===== config.mk =====
export PLATFORM = sky130hd
export DESIGN_NAME = mpof_formatter
export DESIGN_NICKNAME = d
export VERILOG_FILES = /design/src/logic/mpof_pkg.sv /design/src/logic/mpof_blink.sv /design/src/logic/mpof_formatter.sv
export VERILOG_INCLUDE_DIRS = /design/src /design/src/logic
export SDC_FILE = /design/constraint.sdc
export NUM_CORES = 2
export LEC_CHECK = 0
export BUFFER_PORTS_ARGS = -buffer_cell sky130_fd_sc_hd__buf_2
export CAP_MARGIN = 30
export CORE_AREA = 2 2 272 247
export DETAILED_ROUTE_END_ITERATION = 10
export DIE_AREA = 0 0 274 249
export PLACE_DENSITY = 0.86
export SLEW_MARGIN = 10
export SYNTH_ARGS = -nofsm -noshare
export SYNTH_HDL_FRONTEND = slang
export SYNTH_HIERARCHICAL = 1
export SYNTH_SLANG_ARGS = --single-unit

===== constraint.sdc =====
create_clock -name sys_clk -period 15.17 [get_ports sys_clk]
set_clock_uncertainty 0.05 [all_clocks]
set_input_delay 1.517 -clock sys_clk [delete_from_list [all_inputs] [get_ports sys_clk]]
set_output_delay 1.517 -clock sys_clk [all_outputs]
set_load 0.1 [all_outputs]

===== src/logic/mpof_defines.svh =====
`ifndef MPOF_DEFINES_SVH
`define MPOF_DEFINES_SVH
// Overview of operation
// Inside the range the IO-Link value is a signed count from -2500 at the cable limit to +2500 at the head limit.
// One count stands for 10 um of piston travel, so the value is linear in position.
// Beyond the range the IO-Link value becomes +32760 or -32760, after the side that was left.
// A field too weak to measure gives the IO-Link value 32764.
// Out-of-range indication is always on for both outputs and nothing can switch it off.
// Inside the range the analog level runs linearly from 0 V to 10 V across the span.
// Outside the range the analog level is one of two fixed levels, 11 V or 10.5 V.
// Positions towards the head are positive and towards the cable negative, 25 mm each way from zero.
// In standard I/O mode the yellow indicator is lit inside the range and dark outside it.
// In standard I/O mode the green indicator is steadily lit while powered.
// With IO-Link active the green indicator flashes and the yellow one has no function.
// Neither indicator ever shows a fault pattern.
// Over IO-Link up to eight switching points each detect one piston position.
// Over IO-Link the device records stroke, cycle, dwell and travel times, velocity, field, counts and hours.
// A weak field outranks the out-of-range saturation codes on IO-Link.
// In-range positions are rounded to the nearest count and clamped to the limits before saturation is applied.

// position scaling (micrometres in, counts out)
`define MPOF_POS_LIMIT_UM    19'h061a8
`define MPOF_UM_PER_COUNT    19'h0000a
`define MPOF_UM_HALF_COUNT   19'h00005
`define MPOF_COUNT_LIMIT     16'h09c4
`define MPOF_SAT_POS_CODE    16'h7ff8
`define MPOF_SAT_NEG_CODE    16'h8008
`define MPOF_WEAK_CODE       16'h7ffc

// analog command in millivolts
`define MPOF_MV_PER_COUNT    2
`define MPOF_ANALOG_FULL_MV  14'h2710
`define MPOF_ANALOG_HEAD_MV  14'h2af8
`define MPOF_ANALOG_CABLE_MV 14'h2904

// timing
`define MPOF_CLK_HZ          20000000
`define MPOF_TICK_TIME_US    1000
`define MPOF_MS_CYCLES       (`MPOF_CLK_HZ / 1000000 * `MPOF_TICK_TIME_US)
`define MPOF_BLINK_HALF_MS   500
`define MPOF_VEL_WINDOW_MS   1000
`define MPOF_HOUR_MS         3600000
`define MPOF_NUM_SP          8
`define MPOF_SP_HYST         5
`endif


===== src/logic/mpof_pkg.sv =====
package mpof_pkg;
    typedef logic signed [15:0] mpof_count_t;
    typedef logic [13:0]        mpof_mv_t;
    typedef enum logic [1:0] {
        DIR_STILL,
        DIR_UP,
        DIR_DOWN
    } mpof_dir_e;
endpackage : mpof_pkg


===== src/logic/mpof_blink.sv =====
`timescale 1ns/1ps
`include "mpof_defines.svh"
module mpof_blink
    import mpof_pkg::*;
#(
    parameter int unsigned MS_CYCLES = `MPOF_MS_CYCLES,
    parameter int unsigned HALF_MS   = `MPOF_BLINK_HALF_MS
)(
    input  wire logic sys_clk,
    input  wire logic rst_n,
    input  wire logic clk_en,
    output logic      ms_tick,
    output logic      blink
);
    if (MS_CYCLES < 1 || HALF_MS < 1) begin : g_chk
        $error("mpof_blink: counts must be at least one");
    end

    logic [31:0] cyc_q, cyc_d;
    logic [31:0] half_q, half_d;
    logic        blink_q, blink_d;

    assign ms_tick = clk_en && (cyc_q == 32'(MS_CYCLES - 1));
    assign blink   = blink_q;

    always_comb begin
        cyc_d   = ms_tick ? 32'h0 : cyc_q + 32'h1;
        half_d  = half_q;
        blink_d = blink_q;
        if (ms_tick) begin
            if (half_q == 32'(HALF_MS - 1)) begin
                half_d  = 32'h0;
                blink_d = !blink_q;
            end else begin
                half_d = half_q + 32'h1;
            end
        end
    end

    always_ff @(posedge sys_clk or negedge rst_n) begin
        if (!rst_n) begin
            cyc_q   <= 32'h0;
            half_q  <= 32'h0;
            blink_q <= 1'b1;
        end else if (clk_en) begin
            cyc_q   <= cyc_d;
            half_q  <= half_d;
            blink_q <= blink_d;
        end
    end
endmodule : mpof_blink


===== src/logic/mpof_formatter.sv =====
`timescale 1ns/1ps
`include "mpof_defines.svh"
module mpof_formatter
    import mpof_pkg::*;
#(
    parameter int unsigned MS_CYCLES = `MPOF_MS_CYCLES,
    parameter int unsigned BLINK_MS  = `MPOF_BLINK_HALF_MS,
    parameter int unsigned VEL_MS    = `MPOF_VEL_WINDOW_MS,
    parameter int unsigned HOUR_MS   = `MPOF_HOUR_MS,
    parameter int unsigned NUM_SP    = `MPOF_NUM_SP,
    parameter int unsigned SP_HYST   = `MPOF_SP_HYST
)(
    input  wire logic                 sys_clk,
    input  wire logic                 rst_n,
    input  wire logic                 clk_en,
    input  wire logic                 meas_valid,
    input  wire logic signed [17:0]   meas_pos_um,
    input  wire logic                 field_ok,
    input  wire logic [15:0]          field_strength,
    input  wire logic                 iol_active_pin,
    input  wire logic [NUM_SP-1:0]    sp_enable,
    input  wire logic [NUM_SP*16-1:0] sp_pos_flat,
    input  wire logic [15:0]          pwr_cycles_nv,
    output mpof_count_t               iol_pos,
    output logic                      iol_pos_valid,
    output mpof_mv_t                  dac_mv,
    output logic                      range_indicator,
    output logic                      power_indicator,
    output logic [NUM_SP-1:0]         sp_hit,
    output logic [15:0]               diag_stroke,
    output logic [31:0]               diag_cycle_ms,
    output logic [31:0]               diag_dwell_ms,
    output logic [31:0]               diag_travel_ms,
    output logic [31:0]               diag_velocity,
    output logic [15:0]               diag_field_now,
    output logic [15:0]               diag_field_peak,
    output logic [31:0]               diag_cycle_count,
    output logic [31:0]               diag_distance,
    output logic [31:0]               diag_hours,
    output logic [15:0]               diag_power_cycles
);
    if (NUM_SP < 1 || NUM_SP > 8 || VEL_MS < 1 || HOUR_MS < 1 || SP_HYST > 2500) begin : g_chk
        $error("mpof_formatter: parameter out of supported range");
    end

    // iol_active comes from the transceiver pin: two flops before use
    logic iol_meta_q, iol_sync_q;
    always_ff @(posedge sys_clk or negedge rst_n) begin
        if (!rst_n) begin
            iol_meta_q <= 1'b0;
            iol_sync_q <= 1'b0;
        end else if (clk_en) begin
            iol_meta_q <= iol_active_pin;
            iol_sync_q <= iol_meta_q;
        end
    end

    logic ms_tick, blink;
    mpof_blink #(
        .MS_CYCLES (MS_CYCLES),
        .HALF_MS   (BLINK_MS)
    ) u_blink (
        .sys_clk (sys_clk),
        .rst_n   (rst_n),
        .clk_en  (clk_en),
        .ms_tick (ms_tick),
        .blink   (blink)
    );

    // conversion: round half away from zero, then clamp
    logic              neg_c, over_c;
    logic [18:0]       abs_um_c, round_c;
    logic [15:0]       mag_c;
    mpof_count_t       count_c;
    always_comb begin
        neg_c    = meas_pos_um[17];
        abs_um_c = neg_c ? 19'(-{meas_pos_um[17], meas_pos_um}) : 19'({1'b0, meas_pos_um});
        over_c   = abs_um_c > `MPOF_POS_LIMIT_UM;
        round_c  = (abs_um_c + `MPOF_UM_HALF_COUNT) / `MPOF_UM_PER_COUNT;
        mag_c    = (round_c > 19'(`MPOF_COUNT_LIMIT)) ? `MPOF_COUNT_LIMIT : round_c[15:0];
        count_c  = neg_c ? mpof_count_t'(-mag_c) : mpof_count_t'(mag_c);
    end

    // output group
    mpof_count_t pos_q, pos_d;
    mpof_mv_t    mv_q, mv_d;
    logic        pv_q, pv_d, inr_q, inr_d;
    always_comb begin
        pos_d = pos_q;
        mv_d  = mv_q;
        inr_d = inr_q;
        pv_d  = meas_valid;
        if (meas_valid) begin
            inr_d = field_ok && !over_c;
            // out-of-range handling has no enable: it is always applied  R5
            if (!field_ok) begin
                pos_d = `MPOF_WEAK_CODE;
                mv_d  = `MPOF_ANALOG_HEAD_MV;
            end else if (over_c) begin
                pos_d = neg_c ? `MPOF_SAT_NEG_CODE : `MPOF_SAT_POS_CODE;
                mv_d  = neg_c ? `MPOF_ANALOG_CABLE_MV : `MPOF_ANALOG_HEAD_MV;
            end else begin
                pos_d = count_c;
                mv_d  = 14'((count_c + 16'sd2500) * `MPOF_MV_PER_COUNT);
            end
        end
    end

    always_ff @(posedge sys_clk or negedge rst_n) begin
        if (!rst_n) begin
            pos_q <= 16'h0000;
            mv_q  <= 14'h0000;
            pv_q  <= 1'b0;
            inr_q <= 1'b0;
        end else if (clk_en) begin
            pos_q <= pos_d;
            mv_q  <= mv_d;
            pv_q  <= pv_d;
            inr_q <= inr_d;
        end
    end

    assign iol_pos       = pos_q;
    assign dac_mv        = mv_q;
    assign iol_pos_valid = pv_q && clk_en;

    // indicators carry no fault meaning at all  R12
    assign range_indicator = !iol_sync_q && inr_q;
    assign power_indicator = iol_sync_q ? blink : 1'b1;

    // switching points only work while IO-Link is up
    logic [NUM_SP-1:0] hit_d, hit_q;
    for (genvar i = 0; i < NUM_SP; i++) begin : g_sp
        logic signed [16:0] diff;
        assign diff     = 17'(count_c) - 17'($signed(sp_pos_flat[i*16 +: 16]));
        assign hit_d[i] = (meas_valid && iol_sync_q) ? (sp_enable[i] && field_ok && !over_c &&
                          diff <= $signed(17'(SP_HYST)) && diff >= -$signed(17'(SP_HYST))) : (hit_q[i] && iol_sync_q);
    end
    always_ff @(posedge sys_clk or negedge rst_n) begin
        if (!rst_n) begin
            hit_q <= '0;
        end else if (clk_en) begin
            hit_q <= hit_d;
        end
    end
    assign sp_hit = hit_q;

    // actuator diagnostics; a cycle ends at the lower turning point
    logic               sample_ok, have_q, have_d;
    mpof_count_t        last_q, last_d, max_q, max_d, min_q, min_d;
    mpof_dir_e          dir_q, dir_d;
    logic signed [16:0] delta;
    logic [15:0]        adelta;
    logic               mov_q, mov_d;
    logic [31:0]        cyc_q, cyc_d, dwl_q, dwl_d, trv_q, trv_d;
    logic [31:0]        win_q, win_d, vms_q, vms_d, hms_q, hms_d;
    logic [15:0]        stroke_q, stroke_d, fnow_q, fnow_d, fpk_q, fpk_d, pwc_q, pwc_d;
    logic [31:0]        pcyc_q, pcyc_d, pdwl_q, pdwl_d, ptrv_q, ptrv_d, vel_q, vel_d;
    logic [31:0]        ccnt_q, ccnt_d, dist_q, dist_d, hrs_q, hrs_d;
    logic               pwl_q, pwl_d;

    assign sample_ok = meas_valid && field_ok && !over_c;

    always_comb begin
        {have_d, last_d, max_d, min_d, mov_d} = {have_q, last_q, max_q, min_q, mov_q};
        dir_d  = dir_q;
        {cyc_d, dwl_d, trv_d, win_d, vms_d, hms_d} = {cyc_q, dwl_q, trv_q, win_q, vms_q, hms_q};
        {stroke_d, pcyc_d, pdwl_d, ptrv_d, vel_d} = {stroke_q, pcyc_q, pdwl_q, ptrv_q, vel_q};
        {ccnt_d, dist_d, hrs_d, fnow_d, fpk_d} = {ccnt_q, dist_q, hrs_q, fnow_q, fpk_q};
        pwc_d  = pwc_q;
        pwl_d  = 1'b1;
        delta  = 17'(count_c) - 17'(last_q);
        adelta = delta[16] ? 16'(-delta) : 16'(delta);
        // power cycle count taken once, just after reset release
        if (!pwl_q) begin
            pwc_d = pwr_cycles_nv + 16'h0001;
        end
        if (ms_tick) begin
            cyc_d = cyc_q + 32'h1;
            if (mov_q) begin
                trv_d = trv_q + 32'h1;
            end else begin
                dwl_d = dwl_q + 32'h1;
            end
            if (vms_q == 32'(VEL_MS - 1)) begin
                vms_d = 32'h0;
                vel_d = win_q;
                win_d = 32'h0;
            end else begin
                vms_d = vms_q + 32'h1;
            end
            if (hms_q == 32'(HOUR_MS - 1)) begin
                hms_d = 32'h0;
                hrs_d = hrs_q + 32'h1;
            end else begin
                hms_d = hms_q + 32'h1;
            end
        end
        if (meas_valid) begin
            fnow_d = field_strength;
            if (field_strength > fpk_q) begin
                fpk_d = field_strength;
            end
        end
        if (sample_ok) begin
            have_d = 1'b1;
            last_d = count_c;
            if (!have_q) begin
                max_d = count_c;
                min_d = count_c;
            end else begin
                mov_d  = delta != 17'sd0;
                dist_d = dist_q + 32'(adelta);
                win_d  = win_d + 32'(adelta);
                if (count_c > max_q) max_d = count_c;
                if (count_c < min_q) min_d = count_c;
                if (delta > 17'sd0) dir_d = DIR_UP;
                else if (delta < 17'sd0) dir_d = DIR_DOWN;
                if (dir_q == DIR_DOWN && delta > 17'sd0) begin
                    stroke_d = 16'(max_q - min_q);
                    pcyc_d   = cyc_d;
                    pdwl_d   = dwl_d;
                    ptrv_d   = trv_d;
                    ccnt_d   = ccnt_q + 32'h1;
                    cyc_d    = 32'h0;
                    dwl_d    = 32'h0;
                    trv_d    = 32'h0;
                    max_d    = count_c;
                    min_d    = count_c;
                end
            end
        end
    end

    always_ff @(posedge sys_clk or negedge rst_n) begin
        if (!rst_n) begin
            {have_q, mov_q, pwl_q} <= 3'h0;
            {last_q, max_q, min_q} <= 48'h0;
            dir_q <= DIR_STILL;
            {cyc_q, dwl_q, trv_q, win_q, vms_q, hms_q} <= 192'h0;
            {stroke_q, fnow_q, fpk_q, pwc_q} <= 64'h0;
            {pcyc_q, pdwl_q, ptrv_q, vel_q} <= 128'h0;
            {ccnt_q, dist_q, hrs_q} <= 96'h0;
        end else if (clk_en) begin
            {have_q, mov_q, pwl_q} <= {have_d, mov_d, pwl_d};
            {last_q, max_q, min_q} <= {last_d, max_d, min_d};
            dir_q <= dir_d;
            {cyc_q, dwl_q, trv_q, win_q, vms_q, hms_q} <= {cyc_d, dwl_d, trv_d, win_d, vms_d, hms_d};
            {stroke_q, fnow_q, fpk_q, pwc_q} <= {stroke_d, fnow_d, fpk_d, pwc_d};
            {pcyc_q, pdwl_q, ptrv_q, vel_q} <= {pcyc_d, pdwl_d, ptrv_d, vel_d};
            {ccnt_q, dist_q, hrs_q} <= {ccnt_d, dist_d, hrs_d};
        end
    end

    assign diag_stroke       = stroke_q;
    assign diag_cycle_ms     = pcyc_q;
    assign diag_dwell_ms     = pdwl_q;
    assign diag_travel_ms    = ptrv_q;
    assign diag_velocity     = vel_q;
    assign diag_field_now    = fnow_q;
    assign diag_field_peak   = fpk_q;
    assign diag_cycle_count  = ccnt_q;
    assign diag_distance     = dist_q;
    assign diag_hours        = hrs_q;
    assign diag_power_cycles = pwc_q;

    // checks
    weak_code_a: assert property (@(posedge sys_clk) disable iff (!rst_n)
        clk_en && meas_valid && !field_ok |=> iol_pos == `MPOF_WEAK_CODE && dac_mv == `MPOF_ANALOG_HEAD_MV)
        else $error("weak field did not give the invalid code");
    sat_code_a: assert property (@(posedge sys_clk) disable iff (!rst_n)
        clk_en && meas_valid && field_ok && over_c |=>
        iol_pos == ($past(neg_c) ? `MPOF_SAT_NEG_CODE : `MPOF_SAT_POS_CODE))
        else $error("saturation code wrong after leaving range");
    count_span_a: assert property (@(posedge sys_clk) disable iff (!rst_n)
        clk_en && sample_ok |=> $signed(iol_pos) <= 16'sd2500 && $signed(iol_pos) >= -16'sd2500)
        else $error("in-range count outside span");
    count_scale_a: assert property (@(posedge sys_clk) disable iff (!rst_n)
        clk_en && sample_ok |=> ($signed(iol_pos) * 10 - $past(meas_pos_um)) <= 5 &&
        ($signed(iol_pos) * 10 - $past(meas_pos_um)) >= -5)
        else $error("count does not match ten micrometres per step");
    sign_side_a: assert property (@(posedge sys_clk) disable iff (!rst_n)
        clk_en && sample_ok && meas_pos_um < -18'sd5 |=> $signed(iol_pos) < 16'sd0)
        else $error("cable side position not negative");
    analog_map_a: assert property (@(posedge sys_clk) disable iff (!rst_n)
        clk_en && sample_ok |=> ($signed({1'b0, dac_mv}) * 5 - 25000 - $past(meas_pos_um)) <= 5 &&
        ($signed({1'b0, dac_mv}) * 5 - 25000 - $past(meas_pos_um)) >= -5 && dac_mv <= `MPOF_ANALOG_FULL_MV)
        else $error("analog level not proportional");
    analog_over_a: assert property (@(posedge sys_clk) disable iff (!rst_n)
        clk_en && meas_valid && field_ok && over_c |=> dac_mv > `MPOF_ANALOG_FULL_MV)
        else $error("analog out-of-range level missing");
    yellow_sio_a: assert property (@(posedge sys_clk) disable iff (!rst_n)
        clk_en && meas_valid |=> iol_sync_q || range_indicator == $past(field_ok && !over_c))
        else $error("range indicator wrong in standard mode");
    green_mode_a: assert property (@(posedge sys_clk) disable iff (!rst_n)
        !iol_sync_q |-> power_indicator)
        else $error("power indicator not steady");
    iol_leds_a: assert property (@(posedge sys_clk) disable iff (!rst_n)
        iol_sync_q |-> !range_indicator && power_indicator == blink)
        else $error("indicators wrong while link active");
    sp_gate_a: assert property (@(posedge sys_clk) disable iff (!rst_n)
        clk_en && !iol_sync_q |=> sp_hit == '0)
        else $error("switching point active without link");
endmodule : mpof_formatter


# After elaboration in Yosys (flattened, before gate mapping)

Index checks and enable logic that the tools add are counted.
W data, S select, Z words.

Logic and storage cells: 208
Output and inout port bits: 329
Register bits: 640

Magnitude comparators: 23
Mux-type cells: 49
Bitwise gates (word level): 1
Equality and inequality tests: 7
Reductions and logical operators: 66
Div/mod/pow operators: 1
Add/subtract/negate cells: 27

Operators by type and width:

| kind                    | number |
|---|---|
| $mux W32                | 22 |
| $add A32 B1 Y32 const B | 9 |
| $mux W16                | 12 |
| $sub A16 B16 Y17        | 9 |
| $ge A17 B4 Y1 const B   | 8 |
| $le A17 B4 Y1 const B   | 8 |
| $add A32 B16 Y32        | 2 |
| $logic_and A1 B1 Y1     | 48 |
| $eq A32 B10 Y1 const B  | 1 |
| $eq A32 B15 Y1 const B  | 1 |
| $eq A32 B22 Y1 const B  | 1 |
| $eq A32 B9 Y1 const B   | 1 |
| $gt A16 B16 Y1          | 2 |
| $neg A16 Y16            | 2 |
| $mux W14                | 2 |
| $reduce_and A3 Y1       | 7 |
| $add A19 B3 Y19 const B | 1 |
| $div A19 B4 Y19 const B | 1 |
| $gt A19 B12 Y1 const B  | 1 |
| $gt A19 B15 Y1 const B  | 1 |
| $mux W19                | 1 |
| $neg A19 Y19            | 1 |
| $gt A17 B1 Y1 const B   | 1 |
| $lt A17 B1 Y1 const B   | 1 |
| other kinds (15)        | 31 |

# Longest topological paths before layout

Depth in word-level cells: 14
Gate-level depth with buffers: 75
Gate-level depth less buffers: 70

# By module

The synthesis kept the hierarchy.

Modules (own cells, without submodules):

| module         | instances | area each (µm²) | cells each | seq. area each (µm²) |
|---|---|---|---|---|
| mpof_formatter | 1         | 38091.5         | 4396       | 14338.8 |
| mpof_blink     | 1         | 3363.2          | 339        | 1627.8 |

# Least setup slack after synthesis

No wires, ideal clock.

Path type: input-to-reg
From: input port meas_pos_um[0]
To: register dist_q[29], in the netlist diag_distance[29]
Required time: 14962 ps
Arrival time: 14948 ps
Path buffers: 5
Stages: 72
Slack: 14 ps
Cells stage by stage: inv_1 > ha_1 > or3b_2 > clkbuf_1 > o41ai_2 > xor2_1 > or3_4 > buf_6 > nor4_4 > mux2i_1 > a211oi_2 > a2111oi_4 > or2_1 > buf_6 > nor4_1 > a311oi_2 > nand2_2 > maj3_1 > (+36 left out) > o21bai_1 > a21oi_1 > o21bai_1 > a21oi_1 > o21bai_1 > a21oi_1 > o21bai_1 > a21oi_1 > o21bai_1 > a21oi_1 > o21bai_1 > a21oi_1 > nor2b_1 > o211ai_1 > nor2_1 > and2_1 > nand3_1 > xnor2_1

Cells in the longest elaborated chain, start to end: 12
Elaborated cells between the ends (all ways): 16
Classes of those cells: add/sub: 6; div: 1; order compare: 2; mux: 4; reduce/logical: 3

Ends and longest elaborated chain:

| what                      | RTL line              | text |
|---|---|---|
| start: declaration        | mpof_formatter.sv:17  | `input wire logic signed [17:0] meas_pos_um,` |
| $neg A19 Y19              | mpof_formatter.sv:77  | `abs_um_c = neg_c ? 19'(-{meas_pos_um[17], meas_pos_um}) : 19'({1'b0, meas_pos_um});` |
| $mux W19 *                | mpof_formatter.sv:77  |  |
| $add A19 B3 Y19 (no line) | n/a                   |  |
| $div A19 B4 Y19 (no line) | n/a                   |  |
| $gt A19 B12 Y1            | mpof_formatter.sv:80  | `` mag_c = (round_c > 19'(`MPOF_COUNT_LIMIT)) ? `MPOF_COUNT_LIMIT : round_c[15:0]; `` |
| $mux W16                  | mpof_formatter.sv:80  |  |
| $neg A16 Y16              | mpof_formatter.sv:81  | `count_c = neg_c ? mpof_count_t'(-mag_c) : mpof_count_t'(mag_c);` |
| $mux W16                  | mpof_formatter.sv:81  |  |
| $sub A16 B16 Y17          | mpof_formatter.sv:172 | `delta = 17'(count_c) - 17'(last_q);` |
| $neg A16 Y16              | mpof_formatter.sv:173 | `adelta = delta[16] ? 16'(-delta) : 16'(delta);` |
| $mux W16                  | mpof_formatter.sv:173 |  |
| $add A32 B16 Y32          | mpof_formatter.sv:213 | `dist_d = dist_q + 32'(adelta);` |
| end signal: assignment    | mpof_formatter.sv:251 | `{ccnt_q, dist_q, hrs_q} <= {ccnt_d, dist_d, hrs_d};` |
| end: declaration          | mpof_formatter.sv:159 | `logic [31:0] ccnt_q, ccnt_d, dist_q, dist_d, hrs_q, hrs_d;` |

Every way passes the cells marked *; elsewhere a longest branch is shown, timed or not.
A chain may end at the register's enable or synchronous reset.

# Worst setup path after layout

From: input port meas_pos_um[0]
To: register win_q[31]

Cells in the longest elaborated chain, start to end: 14
Elaborated cells between the ends (all ways): 17
Classes of those cells: add/sub: 6; div: 1; order compare: 2; mux: 6; reduce/logical: 2

Ends and longest elaborated chain:

| what                        | RTL line              | text |
|---|---|---|
| $neg A19 Y19                | mpof_formatter.sv:77  |  |
| $mux W19 *                  | mpof_formatter.sv:77  |  |
| $add A19 B3 Y19 (no line) * | n/a                   |  |
| $div A19 B4 Y19 (no line) * | n/a                   |  |
| $gt A19 B12 Y1              | mpof_formatter.sv:80  |  |
| $mux W16 *                  | mpof_formatter.sv:80  |  |
| $neg A16 Y16                | mpof_formatter.sv:81  |  |
| $mux W16 *                  | mpof_formatter.sv:81  |  |
| net count_c[2]              | mpof_formatter.sv:74  | `mpof_count_t count_c;` |
| $sub A16 B16 Y17 *          | mpof_formatter.sv:172 |  |
| $neg A16 Y16                | mpof_formatter.sv:173 |  |
| $mux W16 *                  | mpof_formatter.sv:173 |  |
| $add A32 B16 Y32 *          | mpof_formatter.sv:214 | `win_d = win_d + 32'(adelta);` |
| $mux W32 *                  | mpof_formatter.sv:208 | `if (!have_q) begin` |
| $mux W32 *                  | mpof_formatter.sv:205 | `if (sample_ok) begin` |
| end signal: assignment      | mpof_formatter.sv:248 | `{cyc_q, dwl_q, trv_q, win_q, vms_q, hms_q} <= {cyc_d, dwl_d, trv_d, win_d, vms_d, hms_d};` |
| end: declaration            | mpof_formatter.sv:156 | `logic [31:0] win_q, win_d, vms_q, vms_d, hms_q, hms_d;` |

Mark *: on every way through the listed nets, which the timed path passes. The rest lies on a longest branch.

==> summary.md <==
| Metric | Value |
|---|---|
| Status | `finished, final reports clean` |
| Clock slew at reported path FFs | `60 ps` |
| PortBufs | `519` |
| Die X | `274 µm` |
| Cell Area, Placed | `45,200 µm²` |
| Final Cycle Share | `94.6%` |
| CP Capture Type | `flip-flop` |
| Worst reg-to-reg setup slack | `7930 ps` |
| Share of cells above drive strength 1 | `16.8%` |
| Per-cell routed wire length | `18.9 µm` |
| Max_slew headroom | `30.3%` |
| Max Freq | `69.7 MHz` |
| CP required | `15,670 ps` |
| Nets@finish | `5,730` |
| GR Util All Layers | `33.5%` |
| Post-DP HPWL | `84,800 µm` |
| Synth Area per Inst | `8.75 µm²` |
| Post-route cell area | `48,100 µm²` |
| CP Max Fanout | `11` |
| Synth Register Bits | `638` |
| Initial antenna violation count | `14` |
| Crit path time final | `14,350 ps` |
| Yosys warning count | `6` |
| Critical Path Start Type | `input port` |
| Via count | `37,100` |
| Setup TNS | `0 ps` |
| Final Power | `7.52 mW` |
| CTS H-tree lvls | `3` |
| Ports | `521` |
| CP dominant cell by count | `a21oi_1` |
| Root Driver | `clkbuf_16` |
| Asr flop ratio synth | `100%` |
| First-pass GRT wire length | `186,000 µm` |
| Hold Worst Slack | `414 ps` |
| Total length of routed wires | `117,000 µm` |
| Final core occ | `73.7%` |
| Seq/Total Area, Yosys | `38.5%` |
| Filler cell count | `4,757` |
| Rows | `89` |
| First DRT Iteration DRCs | `3,422` |
| Critical path's largest stage delay | `650 ps` |
| Final Max Slew Viols | `0` |
| Die ar. | `68,200 µm²` |
| WP data arrival | `14,850 ps` |
| Synth area leaders | `dfrtp_1 38%, ha_1 7.8%, nand2_1 6.8%` |
| Cells after DPL | `6,044` |
| Register Area | `16,000 µm²` |
| Fin. Hold Viols | `0` |
| Synth unique cells | `115` |
| Synthesized Nets | `5,197` |
| Area share of the largest cell type after synthesis | `38.5%` |
| EDFF count, synth | `0` |
| Area of the core | `65,300 µm²` |
| Vias in the first global route | `36,000` |
| Largest net degree at the start of global routing | `144` |
| Hold crit path type | `flip-flop to flip-flop` |
| Synthesized instance count | `4,735` |
| Worst-Skew Late Latency | `620 ps` |
| DRT antenna net count | `0` |
| CP Class | `input port to flip-flop` |
| CTS buffer count | `68` |
| Area Overhead vs Synth | `16.1%` |
| Leak pwr | `24.1 nW` |
| CTS tree | `built` |
| Slowest cell on crit path | `or4_4` |
| Multi-input logic area | `24,100 µm²` |
| Setup ws final | `821 ps` |
| Top FF cell, synth | `dfrtp_1` |
| Die Span Y | `249 µm` |
| Residual DRC count | `0` |
| CTS Sinks | `638` |
| TritonRoute pass-1 iters | `6` |
| CTS max path bufs | `3` |
| GR Overflow Total | `0` |
| Slew @ Worst Pin | `1040 ps` |
| Routability Congestion | `0.967` |
| Vias/cell | `6.00` |
| Max cap viols | `0` |
| Worst slack at placement | `-338 ps` |
| Starting Density | `63.5%` |
| Post-route insts no fill | `6,184` |
| Synth area leader | `dfrtp_1` |
| Mapped Area | `41,500 µm²` |
| Final setup violation count | `0` |
| Peak supply drop | `137 µV` |
| Ratio of total power to cell area | `156 nW/µm²` |
repair_timing:
action / CTS / global route
gates resized for setup: 0 / 51
buffers inserted: 0 / 10
hold buffers: 0 / 0
setup endpoints to repair: 0 / 53
report_power, final:
part | leakage (nW) | switching (mW) | internal (mW)
sequential | 8.53 | 0.125 | 1.86
clock | 1.15 | 0.732 | 1.02
combinational | 14.4 | 2.43 | 1.36
total | 24.1 | 3.29 | 4.23
worst paths after layout:
kind                             startpoint              endpoint  cells after the start
min in group asynchronous             rst_n  diag_cycle_count[30]                      1
max                          meas_pos_um[0]             win_q[31]                     72
max in group asynchronous             rst_n    diag_field_peak[3]                      4
max reg2reg                       last_q[0]     diag_distance[29]                     41
min                        diag_velocity[1]      diag_velocity[1]                      2
min reg2reg                diag_velocity[1]      diag_velocity[1]                      2
cells in the final DEF (no fill, tap or decap), drive strengths merged, types with 154 or more instances in the layout:
cell type and instances:
a21o 176, a21oi 154, buf 623, dfrtp 637, ha 258, inv 298
nand2 754, nand3 187, nor2 249, o21ai 450, xnor2 318, xor2 210
metal layers:
| layer | vias to the layer above | global-route usage (%) | wire length, µm |
|---|---|---|---|
| li1 | 17500 | - | - |
| met1 | 17800 | 43.6 | 47500 |
| met2 | 1512 | 55.6 | 55900 |
| met3 | 315 | 5.91 | 9000 |
| met4 | 22 | 12.7 | 4560 |
| met5 | - | 0 | 140 |
worst max-delay path: cells and delay by family:
family	cells	cell delay [ps]
fa+ha+maj	4	1170
mux	2	530
compound gates	38	6900
xor+xnor	3	430
simple gates	19	3320
buf+inv	6	970
kinds of logic after synthesis:
family | Yosys count | synth area share [%]
buffers and inverters | 452 | 4.26
AO/OA/AOI/OAI | 1018 | 15.6
XOR/XNOR | 528 | 11.2
flip-flops | 638 | 38.5
multiplexers | 66 | 1.74
AND/OR/NAND/NOR | 1761 | 20.3
other | 1 | 0.00905
adder cells (fa/ha/maj) | 271 | 8.39
cell type report:
type | count | area share (%)
Multi-Input combinational cell | 3646 | 50.0
Sequential cell | 638 | 33.2
Timing Repair Buffer | 623 | 7.39
Clock buffer | 87 | 3.93
Inverter | 291 | 2.27
Tap cell | 864 | 2.25
Clock inverter | 30 | 0.944
Antenna cell | 5 | 0.0260
cell usage after synthesis, types with 12 or more instances:
cell,n
inv_1,289
fa_1,12
or4_1,14
mux2_2,37
xor2_1,209
nand4_1,89
or3_1,17
xnor2_1,317
nor3_1,76
mux2i_1,21
ha_1,258
and4_1,17
clkbuf_1,132
a31oi_1,18
nor4_1,49
o21ai_1,14
a21oi_1,153
and2_1,28
nor2_1,247
and3_1,116
a21o_1,176
o22ai_1,16
nor2b_1,47
o21bai_1,24
nand2b_1,61
nand3_1,187
nand2_1,752
dfrtp_1,637
o21ai_0,434
o31ai_1,34
No activity file was read; power rests on OpenSTA's default activity.
